===== src/verilog/dmru_params.svh =====
/*
  offsets, field positions, reset values and timing counts of the mode-register group.
  assumes inclusion by bare name from package and modules.
*/
`ifndef DMRU_PARAMS_SVH
`define DMRU_PARAMS_SVH
`define DMRU_ADDR_RUN_TIME 6'h17
`define DMRU_ADDR_ACT_CTRL 6'h18
`define DMRU_ADDR_REPAIR 6'h19
`define DMRU_ADDR_IGNORED 6'h1E
`define DMRU_STOP_OSC_OPCODE 7'h4D
`define DMRU_RUN_TIME_RESET 8'h00
`define DMRU_ACT_CTRL_RESET 8'h00
`define DMRU_TRR_EN_BIT 7
`define DMRU_TRR_BANK_HI 6
`define DMRU_TRR_BANK_LO 4
`define DMRU_UNLIMITED_BIT 3
`define DMRU_MAC_HI 2
`define DMRU_MAC_LO 0
`define DMRU_TICKS_PER_STEP 16
`define DMRU_LONG_RUN_CLOCKS 2048
`define DMRU_LONGER_RUN_CLOCKS 4096
`define DMRU_DUP_PARAM_RESET 8'h00
`endif


===== src/verilog/dmru_pkg.sv =====
/*
  types shared by the mode-register group.
  assumes nothing beyond the params header.
*/
`include "dmru_params.svh"
package dmru_pkg;
  typedef logic [5:0] dmru_addr_t;
  typedef logic [7:0] dmru_byte_t;
  typedef enum logic [1:0] {DMRU_IDLE, DMRU_RUN_TIMED, DMRU_RUN_FREE} dmru_osc_state_t;
endpackage : dmru_pkg


===== src/verilog/dmru_osc_timer.sv =====
/*
  dqs interval timer run control.
  assumes start/stop pulses synchronous to mclk.
*/
`timescale 1ns/1ns
`default_nettype none
`include "dmru_params.svh"
module dmru_osc_timer
  import dmru_pkg::*;
#(
  parameter int CNT_W = 13
) (
  input wire logic mclk,
  input wire logic reset,
  input wire logic startPulse,
  input wire logic stopCmdPulse,
  input wire logic [7:0] runTime,
  output logic running,
  output logic [CNT_W-1:0] elapsed
);
  if (CNT_W < 13) begin : g_cnt_check
    $error("CNT_W too small for longest run");
  end

  typedef struct packed {
    dmru_osc_state_t st;
    logic [CNT_W-1:0] cnt;
    logic [CNT_W-1:0] limit;
  } dmru_tmr_t;

  dmru_tmr_t s_reg;
  dmru_tmr_t s_next;

  function automatic logic [CNT_W-1:0] runLimit(input logic [7:0] code);
    logic [CNT_W-1:0] v;
    v = '0;
    if (code[7:6] == 2'b01) v = CNT_W'(`DMRU_LONG_RUN_CLOCKS);
    else if (code[7:6] == 2'b10) v = CNT_W'(`DMRU_LONGER_RUN_CLOCKS);
    else v = CNT_W'(code[5:0]) * CNT_W'(`DMRU_TICKS_PER_STEP);
    return v;
  endfunction : runLimit

  always_comb begin
    s_next = s_reg;
    unique case (s_reg.st)
      DMRU_IDLE: begin
        if (startPulse) begin
          s_next.cnt = '0;
          s_next.limit = runLimit(runTime);
          s_next.st = (runTime == 8'h00) ? DMRU_RUN_FREE : DMRU_RUN_TIMED; // RL5
        end
      end
      DMRU_RUN_TIMED: begin
        s_next.cnt = s_reg.cnt + CNT_W'(1);
        if (s_next.cnt >= s_reg.limit) s_next.st = DMRU_IDLE; // RL4
      end
      DMRU_RUN_FREE: begin
        s_next.cnt = s_reg.cnt + CNT_W'(1);
        if (stopCmdPulse) s_next.st = DMRU_IDLE; // RL5
      end
      // unused state code falls back to idle
      default: begin
        s_next.st = DMRU_IDLE;
      end
    endcase
  end

  always_ff @(posedge mclk) begin
    if (reset) begin
      s_reg.st <= DMRU_IDLE;
      s_reg.cnt <= '0;
      s_reg.limit <= '0;
    end else begin
      s_reg <= s_next;
    end
  end

  assign running = (s_reg.st != DMRU_IDLE);
  assign elapsed = s_reg.cnt;
endmodule : dmru_osc_timer
`default_nettype wire


===== src/verilog/dmru_mode_regs.sv =====
/*
  mode-register group: run time, activate/refresh control, repair readout,
  ignored slot, and a duplicated set-point parameter.
  assumes decoded mode-register write/read and multi-purpose command pulses from the
  command decoder, and set-point select bits from the frequency set-point register.
*/
// What this block does
// [RL1] writes and reads of duplicated parameters use the copy chosen by write select
// [RL2] operation uses only the copy chosen by operate select
// [RL3] inactive copy ignored; changing it leaves operation untouched
// [RL4] timer stops after code*16, 2048 or 4096 clocks
// [RL5] run time zero: timer runs until stop-oscillator command
// [RL6] controller must not send stop-oscillator with nonzero run time
// [RL7] activate count field reads 000 unknown when unlimited is zero
// [RL8] unlimited bit one means no limit; count field reads zero
// [RL9] refresh enable defaults off; write-only bank field picks bank 0-7
// [RL10] repair readout: bit n set when bank n has a resource left
// [RL11] addresses 17h run time, 18h activate control, 19h repair
// [RL12] controller reads both count registers and combines them; no count register is readable here, the count is only on oscElapsed
// [RL13] writes leave read-only fields; reads return only readable fields
`timescale 1ns/1ns
`default_nettype none
`include "dmru_params.svh"
module dmru_mode_regs
  import dmru_pkg::*;
#(
  parameter int BANKS = 8,
  parameter int CNT_W = 13,
  parameter logic UNLIMITED_ACT = 1'b0,
  parameter logic [2:0] MAC_CODE = 3'h0,
  parameter logic [7:0] DUP_PARAM_ADDR = 8'h16
) (
  input wire logic mclk,
  input wire logic reset,
  input wire logic writeStrobe,
  input wire logic readStrobe,
  input wire logic [5:0] regAddr,
  input wire logic [7:0] writeData,
  input wire logic setPointWriteSelect,
  input wire logic setPointOperateSelect,
  input wire logic mpcStrobe,
  input wire logic [6:0] mpcOpcode,
  input wire logic oscStartPulse,
  input wire logic [BANKS-1:0] repairAvailable,
  output logic [7:0] readData,
  output logic readValid,
  output logic [7:0] activeDupParam,
  output logic rowRefreshEnable,
  output logic [2:0] rowRefreshBank,
  output logic unlimitedActivates,
  output logic oscRunning,
  output logic [CNT_W-1:0] oscElapsed,
  output logic stopIllegal
);
  if (BANKS != 8) begin : g_bank_check
    $error("BANKS must be 8");
  end
  if (UNLIMITED_ACT && MAC_CODE != 3'h0) begin : g_mac_check
    $error("MAC_CODE must be 0 when unlimited");
  end

  typedef struct packed {
    dmru_byte_t runTime;
    dmru_byte_t actCtrl;
    dmru_byte_t dup0;
    dmru_byte_t dup1;
    dmru_byte_t rdata;
    logic rvalid;
    logic illegal;
  } dmru_state_t;

  dmru_state_t s_reg;
  dmru_state_t s_next;
  logic stopPulse;

  function automatic logic hit(input logic [5:0] a, input logic [5:0] target);
    return a == target;
  endfunction : hit

  function automatic dmru_byte_t actReadValue();
    dmru_byte_t v;
    v = 8'h00;
    v[`DMRU_UNLIMITED_BIT] = UNLIMITED_ACT; // RL8
    v[`DMRU_MAC_HI:`DMRU_MAC_LO] = UNLIMITED_ACT ? 3'h0 : MAC_CODE; // RL7 RL8
    return v;
  endfunction : actReadValue

  assign stopPulse = mpcStrobe && (mpcOpcode == `DMRU_STOP_OSC_OPCODE);

  always_comb begin
    s_next = s_reg;
    s_next.rvalid = 1'b0;
    s_next.illegal = 1'b0;
    if (writeStrobe) begin
      if (hit(regAddr, `DMRU_ADDR_RUN_TIME)) s_next.runTime = writeData; // RL11
      if (hit(regAddr, `DMRU_ADDR_ACT_CTRL)) begin
        // only the refresh enable and bank bits are writable
        s_next.actCtrl[`DMRU_TRR_EN_BIT] = writeData[`DMRU_TRR_EN_BIT]; // RL9 RL13
        s_next.actCtrl[`DMRU_TRR_BANK_HI:`DMRU_TRR_BANK_LO] =
          writeData[`DMRU_TRR_BANK_HI:`DMRU_TRR_BANK_LO]; // RL9
      end
      if (hit(regAddr, DUP_PARAM_ADDR[5:0])) begin
        if (setPointWriteSelect) s_next.dup1 = writeData; // RL1
        else s_next.dup0 = writeData; // RL1
      end
    end
    if (readStrobe) begin
      s_next.rvalid = 1'b1;
      s_next.rdata = 8'h00; // RL13
      if (hit(regAddr, `DMRU_ADDR_ACT_CTRL)) s_next.rdata = actReadValue(); // RL11 RL13
      if (hit(regAddr, `DMRU_ADDR_REPAIR)) s_next.rdata = repairAvailable; // RL10 RL11
      if (hit(regAddr, DUP_PARAM_ADDR[5:0])) s_next.rdata = setPointWriteSelect ? s_reg.dup1 : s_reg.dup0; // RL1
    end
    if (stopPulse && s_reg.runTime != 8'h00) s_next.illegal = 1'b1; // RL6
  end

  always_ff @(posedge mclk) begin
    if (reset) begin
      s_reg.runTime <= `DMRU_RUN_TIME_RESET;
      s_reg.actCtrl <= `DMRU_ACT_CTRL_RESET;
      s_reg.dup0 <= `DMRU_DUP_PARAM_RESET;
      s_reg.dup1 <= `DMRU_DUP_PARAM_RESET;
      s_reg.rdata <= 8'h00;
      s_reg.rvalid <= 1'b0;
      s_reg.illegal <= 1'b0;
    end else begin
      s_reg <= s_next;
    end
  end

  dmru_osc_timer #(
    .CNT_W(CNT_W)
  ) oscTimer (
    .mclk(mclk),
    .reset(reset),
    .startPulse(oscStartPulse),
    .stopCmdPulse(stopPulse && s_reg.runTime == 8'h00),
    .runTime(s_reg.runTime),
    .running(oscRunning),
    .elapsed(oscElapsed)
  );

  assign activeDupParam = setPointOperateSelect ? s_reg.dup1 : s_reg.dup0; // RL2 RL3
  assign rowRefreshEnable = s_reg.actCtrl[`DMRU_TRR_EN_BIT]; // RL9
  assign rowRefreshBank = s_reg.actCtrl[`DMRU_TRR_BANK_HI:`DMRU_TRR_BANK_LO]; // RL9
  assign unlimitedActivates = UNLIMITED_ACT; // RL8
  assign readData = s_reg.rdata;
  assign readValid = s_reg.rvalid;
  assign stopIllegal = s_reg.illegal;
endmodule : dmru_mode_regs
`default_nettype wire


===== config.mk =====
export PLATFORM = sky130hd
export DESIGN_NAME = dmru_mode_regs
export DESIGN_NICKNAME = d
export VERILOG_FILES = /design/src/verilog/dmru_pkg.sv /design/src/verilog/dmru_osc_timer.sv /design/src/verilog/dmru_mode_regs.sv
export VERILOG_INCLUDE_DIRS = /design/src /design/src/verilog
export SDC_FILE = /design/constraint.sdc
export NUM_CORES = 1
export LEC_CHECK = 0
export BUFFER_PORTS_ARGS = -buffer_cell sky130_fd_sc_hd__clkbuf_2
export CORE_MARGIN = 3
export CORE_UTILIZATION = 56
export CTS_BUF_LIST = sky130_fd_sc_hd__clkbuf_8
export CTS_CLUSTER_SIZE = 10
export DETAILED_ROUTE_END_ITERATION = 7
export HOLD_SLACK_MARGIN = 0.12
export PLACE_DENSITY = 0.82
export SLEW_MARGIN = 30
export SYNTH_ARGS = -nofsm -noshare
export SYNTH_HDL_FRONTEND = slang
export SYNTH_SLANG_ARGS = --single-unit
export TNS_END_PERCENT = 100

===== constraint.sdc =====
create_clock -name mclk -period 2.95 [get_ports mclk]
set_input_delay 0.295 -clock mclk [delete_from_list [all_inputs] [get_ports mclk]]
set_output_delay 0.295 -clock mclk [all_outputs]
set_load 0.02 [all_outputs]

==> results of run 1 <==
==> final cells by class <==
type                       count  area (um^2)
inverter                      13         48.8
timing repair buffer          75          383
fill                         502         1870
clock buffer                  10          138
sequential                    61         1220
multi-input combinational    262         1770
tap                           72         90.1
clock inverter                 6         80.1
==> metal layers <==
metal	wire, um	vias up	track usage (%)
li1	-	1370	-
met1	3250	1244	27.6
met2	3440	76	35.7
met3	417	9	4.27
met4	107	0	8.92
met5	0	-	0
==> logic make-up (layout without fill, tap and decap cells) <==
logic type | Yosys count | after routing | share of synthesized area [%]
other | 1 | 1 | 0.113
buffers and inverters | 58 | 104 | 9.56
muxes | 51 | 51 | 15.9
xor gates and xnor gates | 10 | 10 | 2.64
DFF | 61 | 61 | 36.9
adders and majority gates | 13 | 13 | 4.91
and+or+nand+nor | 138 | 138 | 20.0
AOI/OAI and AO/OA | 49 | 49 | 10.0
==> final timing paths <==
| kind | to |
|---|---|
| setup / recovery | oscTimer.s_reg[27]$_SDFFE_PP0P_ |
| hold / removal | s_reg[37]$_SDFFE_PP0P_ |
| setup reg to reg | oscTimer.s_reg[27]$_SDFFE_PP0P_ |
| hold reg to reg | oscTimer.s_reg[5]$_SDFFE_PP0P_ |
==> power groups by stage <==
stage / Combinational, mW / Clock, mW / Sequential [mW]
floorplan: 0.111 / 0 / 0.859
global placement: 0.155 / 0 / 0.859
detailed placement: 0.158 / 0 / 0.860
CTS: 0.159 / 0.819 / 0.841
global route: 0.176 / 0.859 / 0.843
finish: 0.159 / 0.805 / 0.841
==> synthesized netlist by cell type (2+ instances only) <==
library cell / n
sky130_fd_sc_hd__a211oi_1: 9
sky130_fd_sc_hd__a21oi_1: 23
sky130_fd_sc_hd__a22oi_1: 8
sky130_fd_sc_hd__and2_1: 4
sky130_fd_sc_hd__and3_1: 2
sky130_fd_sc_hd__buf_4: 26
sky130_fd_sc_hd__clkbuf_1: 17
sky130_fd_sc_hd__dfxtp_1: 61
sky130_fd_sc_hd__ha_1: 13
sky130_fd_sc_hd__inv_1: 13
sky130_fd_sc_hd__mux2_1: 3
sky130_fd_sc_hd__mux2_2: 9
sky130_fd_sc_hd__mux2i_1: 39
sky130_fd_sc_hd__nand2_1: 20
sky130_fd_sc_hd__nand2b_1: 3
sky130_fd_sc_hd__nand3_1: 12
sky130_fd_sc_hd__nand4_1: 5
sky130_fd_sc_hd__nor2_1: 68
sky130_fd_sc_hd__nor2b_1: 7
sky130_fd_sc_hd__nor3_1: 2
sky130_fd_sc_hd__nor3b_1: 3
sky130_fd_sc_hd__nor4_1: 5
sky130_fd_sc_hd__o21ai_0: 3
sky130_fd_sc_hd__or4_4: 2
sky130_fd_sc_hd__xnor2_1: 3
sky130_fd_sc_hd__xor2_1: 7
==> worst min-delay path: cells and delay by family <==
family | cells | cell delay (ps)
muxes | 1 | 70
and+or+nand+nor | 1 | 70
buffers and inverters | 1 | 110
==> impl_summary.txt, run 1 <==
----------------------------------------------------
[Synth]
  Combined area of all synthesized cells ... 3310 um^2
  Dominant synthesized flop cell ... sky130_fd_sc_hd__dfxtp_1
  Number of enable flip-flop cells after synthesis ... 0
  Synth async-reset ratio ... 0%
  Yosys warning total ... 0
  Synth area leader ... sky130_fd_sc_hd__dfxtp_1
  Fraction of synthesized cell area taken by the top area cell type ... 36.9%
  Number of instances in the synthesized netlist ... 381
  Distinct cell type count after synthesis ... 40
  Top area cells in the synthesized netlist ... sky130_fd_sc_hd__dfxtp_1 (37%), sky130_fd_sc_hd__mux2i_1 (12%), sky130_fd_sc_hd__nor2_1 (7.7%)
  Part of the Yosys area used for sequential elements ... 36.9%
  Seq cells post-synth ... 61
  Post-synthesis net count ... 431
  Synthesized area per cell ... 8.69 um^2

[Floorplanning]
  Initial Util ... 59.1%
  Number of cell rows ... 27
  Floorplan die height ... roughly 83 um
  I/O pin cnt ... 74
  Standard cell core area ... 5610 um^2
  Die footprint ... just under 7000 um^2
  Horiz. Die Dim ... about 83 um

[Timing]
  Endpoints failing hold ... 0
  Final worst-path cycle share ... 88.2%
  Slew Limit Headroom ... 59.5%
  Final-layout setup total negative slack ... 0 ps
  Final min period ... roughly 2600 ps
  Final Worst Setup Slack ... 347 ps
  Final Max Tran Viols ... 0
  Highest attainable clock frequency ... between 300 and 400 MHz
  Final hold slack ... 241 ps
  Post-route clock skew ... 6.36 ps
  RSZ-0062 raised after global routing ... no
  Worst Tran Pin Value ... 606 ps
  Setup-failing EPs final ... 0

[Pwr]
  Int Pwr ... 1.38 mW
  Clock share of power ... 44.6%
  Combinational share of power ... 8.8%
  Switching part of the total ... 23.3%
  Total Power Consumption ... roughly 1.8 mW
  Power per Cell Area ... just under 500 nW/um^2
  Lkg Pwr ... 1.71 nW
  Largest voltage drop on the vdd net ... 0.000335 V
  Portion of total power attributed to sequential cells ... 46.6%
  Switching power summed over all nets ... 0.420 mW

[Setup path]
  Worst path buffer plus inverter count ... 0
  Critical path startpoint category ... flop
  Worst path cell trace ... ha_1, nand2_1, nor4_1, xor2_1, ha_1, nand2_1, nand3_1, nor4_1, o22ai_2, mux2i_1
  Worst R2R Path Depth ... 10
  Delay-heaviest family, CP ... simple AND/OR/NAND/NOR gates
  CP required ... 3170 ps
  Worst-path fanout max ... 6
  Beginning of the critical path ... oscTimer.elapsed[0]$_SDFFE_PP0P_
  Path length in cells of the critical path ... 10
  Critical path class ... reg -> reg
  Reg-to-reg startpoint ... oscTimer.elapsed[0]$_SDFFE_PP0P_
  Standard cell with the maximum stage delay on the critical path ... sky130_fd_sc_hd__dfxtp_1
  Max incr delay on CP ... 430 ps
  Kind of end point of the critical path ... flop
  Slack of the worst reg-to-reg path ... 350 ps
  Arrival @ worst endpoint ... 2820 ps

[Global routing]
  Via count of the first global-routing pass ... 2633
  Residual overflow from global routing ... 0
  Largest net degree at the start of global routing ... 40
  Wire length of the first global-routing pass ... 12300 um
  Antenna violations before repair ... 0
  Total track usage ... 21.6%

[Hold path]
  Min-Delay Startpoint ... writeData[3]
  Type of the worst min-delay path ... in -> reg
  Cell depth of the worst hold path ... 3

[Layout]
  Diodes inserted ... 0
  Most frequent cells in the layout ... sky130_fd_sc_hd__clkbuf_2 (72), sky130_fd_sc_hd__nor2_1 (68), sky130_fd_sc_hd__dfxtp_1 (61), sky130_fd_sc_hd__mux2i_1 (39), sky130_fd_sc_hd__a21oi_1 (23)
  Post-route standard cell area excluding fillers ... 3730 um^2
  Final core occ ... 66.6%
  Final instance count without filler cells ... ~500
  Synthesis-to-layout area growth ... 12.8%
  Nets@finish ... between 400 and 500
  Leading cell type in the layout, fill and taps excluded ... sky130_fd_sc_hd__clkbuf_2
  Max FFs per register ... 24
  Fraction of final layout cells sized beyond drive strength 1 ... approximately 24%

[Detailed routing]
  Drt initial violations ... between 150 and 200
  Total DRC errors in the routed layout ... 0
  Post-detailed-route wirelength per cell ... approximately 14 um
  Total Routed Length ... about 7000 um
  Post-route ant nets ... 0
  Vias after detailed routing ... 2699
  Vias per cell ... 5.41
  Router iterations before antenna repair ... 4

[CTS]
  # resized after CTS ... 0
  H-tree depth ... 3
  Setup Buffers After CTS ... 0
  Number of hold buffers added after CTS ... 0
  Clock latency on the worst-skew pair ... 330 ps
  Clock edge transition at the registers on the reported setup and hold paths ... about 70 ps
  Num CTS Buffers ... 9
  Clock tree from TritonCTS ... built
  Number of buffers between clock root and the deepest sink ... 2
  CTS Root Buffer Type ... sky130_fd_sc_hd__clkbuf_8
  Num Clock Sinks ... slightly above 60

[Run status]
  Status ... complete, no violations

[Placed design]
  Final HPWL from detailed placement ... 5440 um
  Total placed cells including tap cells ... 483
  Routability-driven placement congestion ratio ... a little under 0.9
  Port Buf Inserts ... 72
  Post-place setup slack ... 412 ps
  Cell area after placement ... about 3500 um^2

[Job]
  Number of max-capacitance violations reported ... 0

----------------------------------------------------
No activity file was read; power rests on OpenSTA's default activity.
==> run 2: changes to the inputs <==
CORE_MARGIN = 5   (was 3)
SETUP_SLACK_MARGIN = 0.02   (was unset)
==> run 2 against run 1 <==
Compared with the run above: routed wire length increased by 1.8%; clock skew increased by 4.0 ps; cell count up 0.60%; fmax is 1.3% higher; critical endpoint is now oscTimer.s_reg[26]$_SDFFE_PP0P_; highest routed layer unchanged; core utilization is 3.3 points lower; non-clock buffer count stayed put; hold slack got worse by 15 ps.
==> impl_summary.txt, run 2 (synthesized netlist as in run 1, its figures left out) <==
----------------------------------------------------
[Detailed routing]
  Vias per cell ... 5.40 (-0.23%)
  Drt initial violations ... 147 (-7.5%)
  Post-detailed-route wirelength per cell ... 14.6 um (+1.2%)
  Vias after detailed routing ... 2709 (+0.37%)
  Post-route ant nets ... 0 (unchanged)
  Total DRC errors in the routed layout ... 0 (unchanged)
  Router iterations before antenna repair ... 4 (unchanged)
  Total Routed Length ... 7340 um (+1.8%)

[Pwr]
  Largest voltage drop on the vdd net ... 0.000275 V (-18%)
  Power per Cell Area ... 452 nW/um^2 (-6.5%)
  Lkg Pwr ... 1.68 nW (-1.8%)

[Floorplanning]
  Die footprint ... 7550 um^2 (+9.9%)
  Initial Util ... 56.6% (-2.5 points)
  Standard cell core area ... 5850 um^2 (+4.3%)
  I/O pin cnt ... 74 (unchanged)
  Horiz. Die Dim ... 86.9 um (+4.8%)
  Number of cell rows ... 28 (+3.7%)
  Floorplan die height ... 86.9 um (+4.8%)

[Placed design]
  Post-place setup slack ... 446 ps (+33.2 ps)
  Final HPWL from detailed placement ... 5340 um (-1.8%)
  Port Buf Inserts ... 72 (unchanged)
  Total placed cells including tap cells ... 486 (+0.62%)
  Routability-driven placement congestion ratio ... 0.870 (-0.17%)

[Layout]
  Nets@finish ... 472 (unchanged)
  Most frequent cells in the layout ... sky130_fd_sc_hd__clkbuf_2 (72), sky130_fd_sc_hd__nor2_1 (68), sky130_fd_sc_hd__dfxtp_1 (61), sky130_fd_sc_hd__mux2i_1 (39), sky130_fd_sc_hd__a21oi_1 (23)
  Diodes inserted ... 0 (unchanged)
  Leading cell type in the layout, fill and taps excluded ... sky130_fd_sc_hd__clkbuf_2
  Max FFs per register ... 24 (unchanged)
  Synthesis-to-layout area growth ... 11.9%
  Fraction of final layout cells sized beyond drive strength 1 ... 24.8% (+0.70 points)
  Final instance count without filler cells ... 502 (+0.60%)

[Setup path]
  Critical path class ... reg -> reg
  Worst path cell trace ... ha_1, nand2_1, nor4_1, xor2_1, ha_1, o21ai_0, a31oi_1, nand2_1, o22ai_2, mux2i_1
  Worst path buffer plus inverter count ... 0 (unchanged)
  CP required ... 3210 ps (+40 ps)
  Critical path startpoint category ... flop
  Arrival @ worst endpoint ... 2830 ps (about the same)
  Delay-heaviest family, CP ... simple AND/OR/NAND/NOR gates
  Standard cell with the maximum stage delay on the critical path ... sky130_fd_sc_hd__dfxtp_1
  Max incr delay on CP ... 440 ps (about the same)
  Kind of end point of the critical path ... flop
  Worst-path fanout max ... 6 (unchanged)

[Timing]
  Post-route clock skew ... 10.3 ps (+3.96 ps)
  Setup-failing EPs final ... 0 (unchanged)
  RSZ-0062 raised after global routing ... no
  Final worst-path cycle share ... 87.1% (-1.1 points)
  Endpoints failing hold ... 0 (unchanged)
  Final min period ... 2570 ps (-33.4 ps)
  Slew Limit Headroom ... 54.0% (-5.5 points)
  Final Worst Setup Slack ... 380 ps (+33.4 ps)
  Worst Tran Pin Value ... 691 ps (+84.2 ps)
  Final-layout setup total negative slack ... 0 ps (unchanged)
  Highest attainable clock frequency ... 389 MHz (+1.3%)
  Final Max Tran Viols ... 0 (unchanged)

[CTS]
  CTS Root Buffer Type ... sky130_fd_sc_hd__clkbuf_8
  Clock latency on the worst-skew pair ... 340 ps (about the same)
  Number of buffers between clock root and the deepest sink ... 2 (unchanged)
  # resized after CTS ... 0 (unchanged)
  Clock tree from TritonCTS ... built
  Clock edge transition at the registers on the reported setup and hold paths ... 80 ps (about the same)
  Setup Buffers After CTS ... 0 (unchanged)
  Num Clock Sinks ... 61 (unchanged)
  H-tree depth ... 3 (unchanged)
  Num CTS Buffers ... 9 (unchanged)
  Number of hold buffers added after CTS ... 0 (unchanged)

[Hold path]
  Type of the worst min-delay path ... in -> reg

[Global routing]
  Largest net degree at the start of global routing ... 35 (-13%)
  Via count of the first global-routing pass ... 2636 (+0.11%)
  Antenna violations before repair ... 0 (unchanged)
  Residual overflow from global routing ... 0 (unchanged)
  Wire length of the first global-routing pass ... 12100 um (-1.2%)
  Total track usage ... 20.4% (-1.3 points)

[Run status]
  Status ... complete, no violations

[Job]
  Number of max-capacitance violations reported ... 0 (unchanged)

----------------------------------------------------
## run 2: changes by cell type in the layout (fill, tap and decap cells not counted), sizes merged
cell      delta
inv          -2
bufinv       -2
clkinv       +2
clkinvlp     +2
## run 2: power by group
part	internal [mW]	switching, mW
combinational	0.0597	0.0993
sequential	0.834	0.00762
clock	0.331	0.343
total	1.22	0.450
## run 2: stage by stage
step / utilization, % / total power [mW] / hold WS (ps) / cell area [um^2]
5_1_grt: 63.3 / 1.75 / 234 / 3700
4_1_cts: 63.3 / 1.69 / 217 / 3700
2_1_floorplan: - / 0.970 / 432 / 3310
6_report: 63.3 / 1.67 / 226 / 3700
3_5_place_dp: 60.2 / 1.02 / 445 / 3520
3_3_place_gp: 60.2 / 1.01 / 441 / 3520
## run 2: worst reg2reg max path: cells and delay by family, from the launching register on
| family | cells | cell delay, ps |
|---|---|---|
| simple gates | 3 | 600 |
| compound gates | 3 | 530 |
| mux | 1 | 220 |
| xor+xnor | 1 | 140 |
| flops | 1 | 440 |
| fa+ha+maj | 2 | 560 |
## run 2: area by class of cell
type | instances | area (um^2)
Clock buffer | 10 | 138
Sequential cell | 61 | 1220
Tap cell | 75 | 93.8
Inverter | 13 | 48.8
Timing Repair Buffer | 75 | 383
Multi-Input combinational cell | 262 | 1770
Fill cell | 499 | 2150
Clock inverter | 6 | 46.3
## run 2: worst paths after layout
path	start	endpoint	slack, ps	depth (start not counted)
setup reg to reg	oscTimer.elapsed[0]$_SDFFE_PP0P_	oscTimer.s_reg[26]$_SDFFE_PP0P_	380	10
setup / recovery	oscTimer.elapsed[0]$_SDFFE_PP0P_	oscTimer.s_reg[26]$_SDFFE_PP0P_	380	10
hold / removal	writeData[2]	s_reg[12]$_SDFFE_PP0P_	230	3
hold reg to reg	oscTimer.s_reg[6]$_SDFFE_PP0P_	oscTimer.s_reg[6]$_SDFFE_PP0P_	450	2
## run 2: layer usage
metal  GRT usage, %  share of wire, %  vias up  wire (um)
met5              0                 0        -          0
met2           33.5                47       70       3480
met1           25.0                44     1258       3230
li1               -                 -     1373          -
met3           6.53               7.2        8        527
met4           7.08               1.4        0        101
==> run 3: changes to the inputs <==
CORE_ASPECT_RATIO = 0.9   (was unset)
==> run 3 against run 2 <==
Compared with the run above: sequential cell count stayed put; design area rose by 1.6%; core utilization rose by 2.4 points; clock power up 37%; global-route usage grew 0.37 points; setup slack got worse by 67 ps; fmax is 2.5% lower; register-to-register slack lost 70 ps; largest cell class unchanged.
==> impl_summary.txt, run 3 (synthesized netlist as in run 1, its figures left out) <==
----------------------------------------------------
[Global routing]
  Wire length of the first global-routing pass ... 13000 um (+7.3%)
  Via count of the first global-routing pass ... 2741 (+4.0%)
  Antenna violations before repair ... 0 (unchanged)
  Met2 Track Usage GR ... 32.7% (-0.84 points)
  Busiest layer in global routing ... met2
  GR met1 Demand/Resource ... 27.3% (+2.3 points)
  Residual overflow from global routing ... 0 (unchanged)
  Met3 capacity usage during global routing ... 3.53% (-3.0 points)
  Total track usage ... 20.8% (+0.37 points)
  Largest net degree at the start of global routing ... 37 (+5.7%)

[Timing]
  Post-route clock skew ... 9.87 ps (-0.448 ps)
  Endpoints failing hold ... 0 (unchanged)
  RSZ-0062 raised after global routing ... no
  Final-layout setup total negative slack ... 0 ps (unchanged)
  Highest attainable clock frequency ... 379 MHz (-2.5%)
  Worst Tran Pin Value ... 599 ps (-91.2 ps)
  Final min period ... 2640 ps (+66.6 ps)
  Slew Limit Headroom ... 59.9% (+6.0 points)
  Final worst-path cycle share ... 89.4% (+2.3 points)
  Setup-failing EPs final ... 0 (unchanged)
  Final Max Tran Viols ... 0 (unchanged)

[CTS]
  Clock tree from TritonCTS ... built
  H-tree depth ... 3 (unchanged)
  Num CTS Buffers ... 9 (unchanged)
  Clock latency on the worst-skew pair ... 340 ps (about the same)
  CTS Root Buffer Type ... sky130_fd_sc_hd__clkbuf_8
  Setup Buffers After CTS ... 0 (unchanged)
  Num Clock Sinks ... 61 (unchanged)
  # resized after CTS ... 0 (unchanged)
  Number of hold buffers added after CTS ... 0 (unchanged)
  Clock edge transition at the registers on the reported setup and hold paths ... 80 ps (about the same)
  Number of buffers between clock root and the deepest sink ... 2 (unchanged)

[Pwr]
  Largest voltage drop on the vdd net ... 0.000402 V (+46%)
  Switching part of the total ... 23.4% (-3.5 points)
  Int Pwr ... 1.48 mW (+21%)
  Lkg Pwr ... 1.72 nW (+2.3%)
  Switching power summed over all nets ... 0.450 mW (+0.13%)
  Clock share of power ... 48.0% (+7.7 points)
  Power per Cell Area ... 512 nW/um^2 (+13%)
  Combinational share of power ... 8.4% (-1.1 points)
  Portion of total power attributed to sequential cells ... 43.6% (-6.6 points)

[Setup path]
  Worst setup path end ... oscTimer.s_reg[27]$_SDFFE_PP0P_
  Reg-to-reg startpoint ... oscTimer.elapsed[0]$_SDFFE_PP0P_
  Critical path startpoint category ... flop
  Reg-to-reg critical path endpoint ... oscTimer.s_reg[27]$_SDFFE_PP0P_
  Kind of end point of the critical path ... flop
  Worst R2R Path Depth ... 10 (unchanged)
  Arrival @ worst endpoint ... 2850 ps (+20 ps)
  CP required ... 3170 ps (-40 ps)
  Slack of the worst reg-to-reg path ... 310 ps (-70 ps)
  Critical path class ... reg -> reg
  Beginning of the critical path ... oscTimer.elapsed[0]$_SDFFE_PP0P_
  Worst-path fanout max ... 6 (unchanged)

[Detailed routing]
  Drt initial violations ... 223 (+52%)
  Post-detailed-route wirelength per cell ... 15.5 um (+6.0%)
  Router iterations before antenna repair ... 5 (+1)
  Total DRC errors in the routed layout ... 0 (unchanged)
  Total Routed Length ... 7700 um (+4.9%)
  Vias after detailed routing ... 2817 (+4.0%)
  Vias per cell ... 5.67 (+5.0%)
  Post-route ant nets ... 0 (unchanged)

[Layout]
  Most frequent cells in the layout ... sky130_fd_sc_hd__clkbuf_2 (72), sky130_fd_sc_hd__nor2_1 (68), sky130_fd_sc_hd__dfxtp_1 (61), sky130_fd_sc_hd__mux2i_1 (39), sky130_fd_sc_hd__a21oi_1 (23)
  Nets@finish ... 472 (unchanged)
  Fraction of final layout cells sized beyond drive strength 1 ... 24.6% (-0.23 points)
  Diodes inserted ... 0 (unchanged)
  Leading cell type in the layout, fill and taps excluded ... sky130_fd_sc_hd__clkbuf_2
  Synthesis-to-layout area growth ... 13.6%
  Max FFs per register ... 24 (unchanged)
  Final core occ ... 65.7% (+2.4 points)

[Placed design]
  Port Buf Inserts ... 72 (unchanged)
  Final HPWL from detailed placement ... 5510 um (+3.3%)
  Routability-driven placement congestion ratio ... 0.841 (-3.3%)

[Floorplanning]
  Horiz. Die Dim ... 91.1 um (+4.8%)
  Standard cell core area ... 5730 um^2 (-2.1%)
  Die footprint ... 7550 um^2 (about the same)
  I/O pin cnt ... 74 (unchanged)
  Initial Util ... 57.8% (+1.2 points)
  Number of cell rows ... 26 (-7.1%)
  Floorplan die height ... 83.0 um (-4.5%)

[Hold path]
  Type of the worst min-delay path ... in -> reg

[Run status]
  Status ... complete, no violations

[Job]
  Number of max-capacitance violations reported ... 0 (unchanged)

----------------------------------------------------
## run 3: cell count changes in the layout (fill, tap and decap cells not counted), sizes merged
cell,delta
bufinv,+3
clkinvlp,-2
clkinv,-1
## run 3: metrics by stage
| stage | std cells | cell area [um^2] | hold slack (ps) | total power [mW] | setup WS, ps |
|---|---|---|---|---|---|
| final | 497 | 3760 | 232 | 1.93 | 314 |
| after global routing | 497 | 3760 | 255 | 2.00 | 112 |
| after CTS | 497 | 3760 | 224 | 1.93 | 337 |
| after detailed placement | 481 | 3510 | 449 | 1.02 | 367 |
| after global placement | 481 | 3510 | 443 | 1.01 | 559 |
| after floorplan | 381 | 3310 | 432 | 0.970 | 680 |
## run 3: critical path, stage by stage (launching register included)
cell and delay (ps):
sky130_fd_sc_hd__dfxtp_1 430, sky130_fd_sc_hd__ha_1 240, sky130_fd_sc_hd__nand2_1 150, sky130_fd_sc_hd__nor3_1 250, sky130_fd_sc_hd__xor2_1 220, sky130_fd_sc_hd__ha_1 290, sky130_fd_sc_hd__a21oi_1 160, sky130_fd_sc_hd__o21ai_0 110
sky130_fd_sc_hd__a211oi_1 330, sky130_fd_sc_hd__o22ai_2 180, sky130_fd_sc_hd__mux2i_1 150
## run 3: layer usage
metal	up-vias	wire (um)
met5	-	0
met4	0	165
met3	19	456
met2	99	3620
met1	1321	3460
li1	1378	-
## run 3: how the worst min path moves through the flow
stage	start	end	slack, ps	depth (start not counted)
2_1_floorplan	oscTimer.s_reg[5]$_SDFFE_PP0P_	oscTimer.s_reg[5]$_SDFFE_PP0P_	430	2
3_3_place_gp	oscTimer.s_reg[9]$_SDFFE_PP0P_	oscTimer.s_reg[9]$_SDFFE_PP0P_	440	2
3_5_place_dp	oscTimer.s_reg[8]$_SDFFE_PP0P_	oscTimer.s_reg[8]$_SDFFE_PP0P_	450	2
4_1_cts	writeData[1]	s_reg[35]$_SDFFE_PP0P_	220	3
5_1_grt	writeData[3]	s_reg[21]$_SDFFE_PP0P_	260	3
6_report	writeData[1]	s_reg[35]$_SDFFE_PP0P_	230	3
## run 3: power groups by stage
stage	logic, mW	registers [mW]	clock network [mW]
floorplan	0.111	0.859	0
global placement	0.155	0.859	0
detailed placement	0.159	0.859	0
CTS	0.161	0.841	0.929
global route	0.178	0.842	0.976
finish	0.162	0.841	0.925
## run 3: cell type report
| cell class | count | area (um^2) |
|---|---|---|
| timing repair buffer | 75 | 383 |
| fill | 468 | 1960 |
| tap | 70 | 87.6 |
| multi-input combinational | 262 | 1770 |
| sequential | 61 | 1220 |
| inverter | 13 | 48.8 |
| clock buffer | 10 | 138 |
| clock inverter | 6 | 111 |
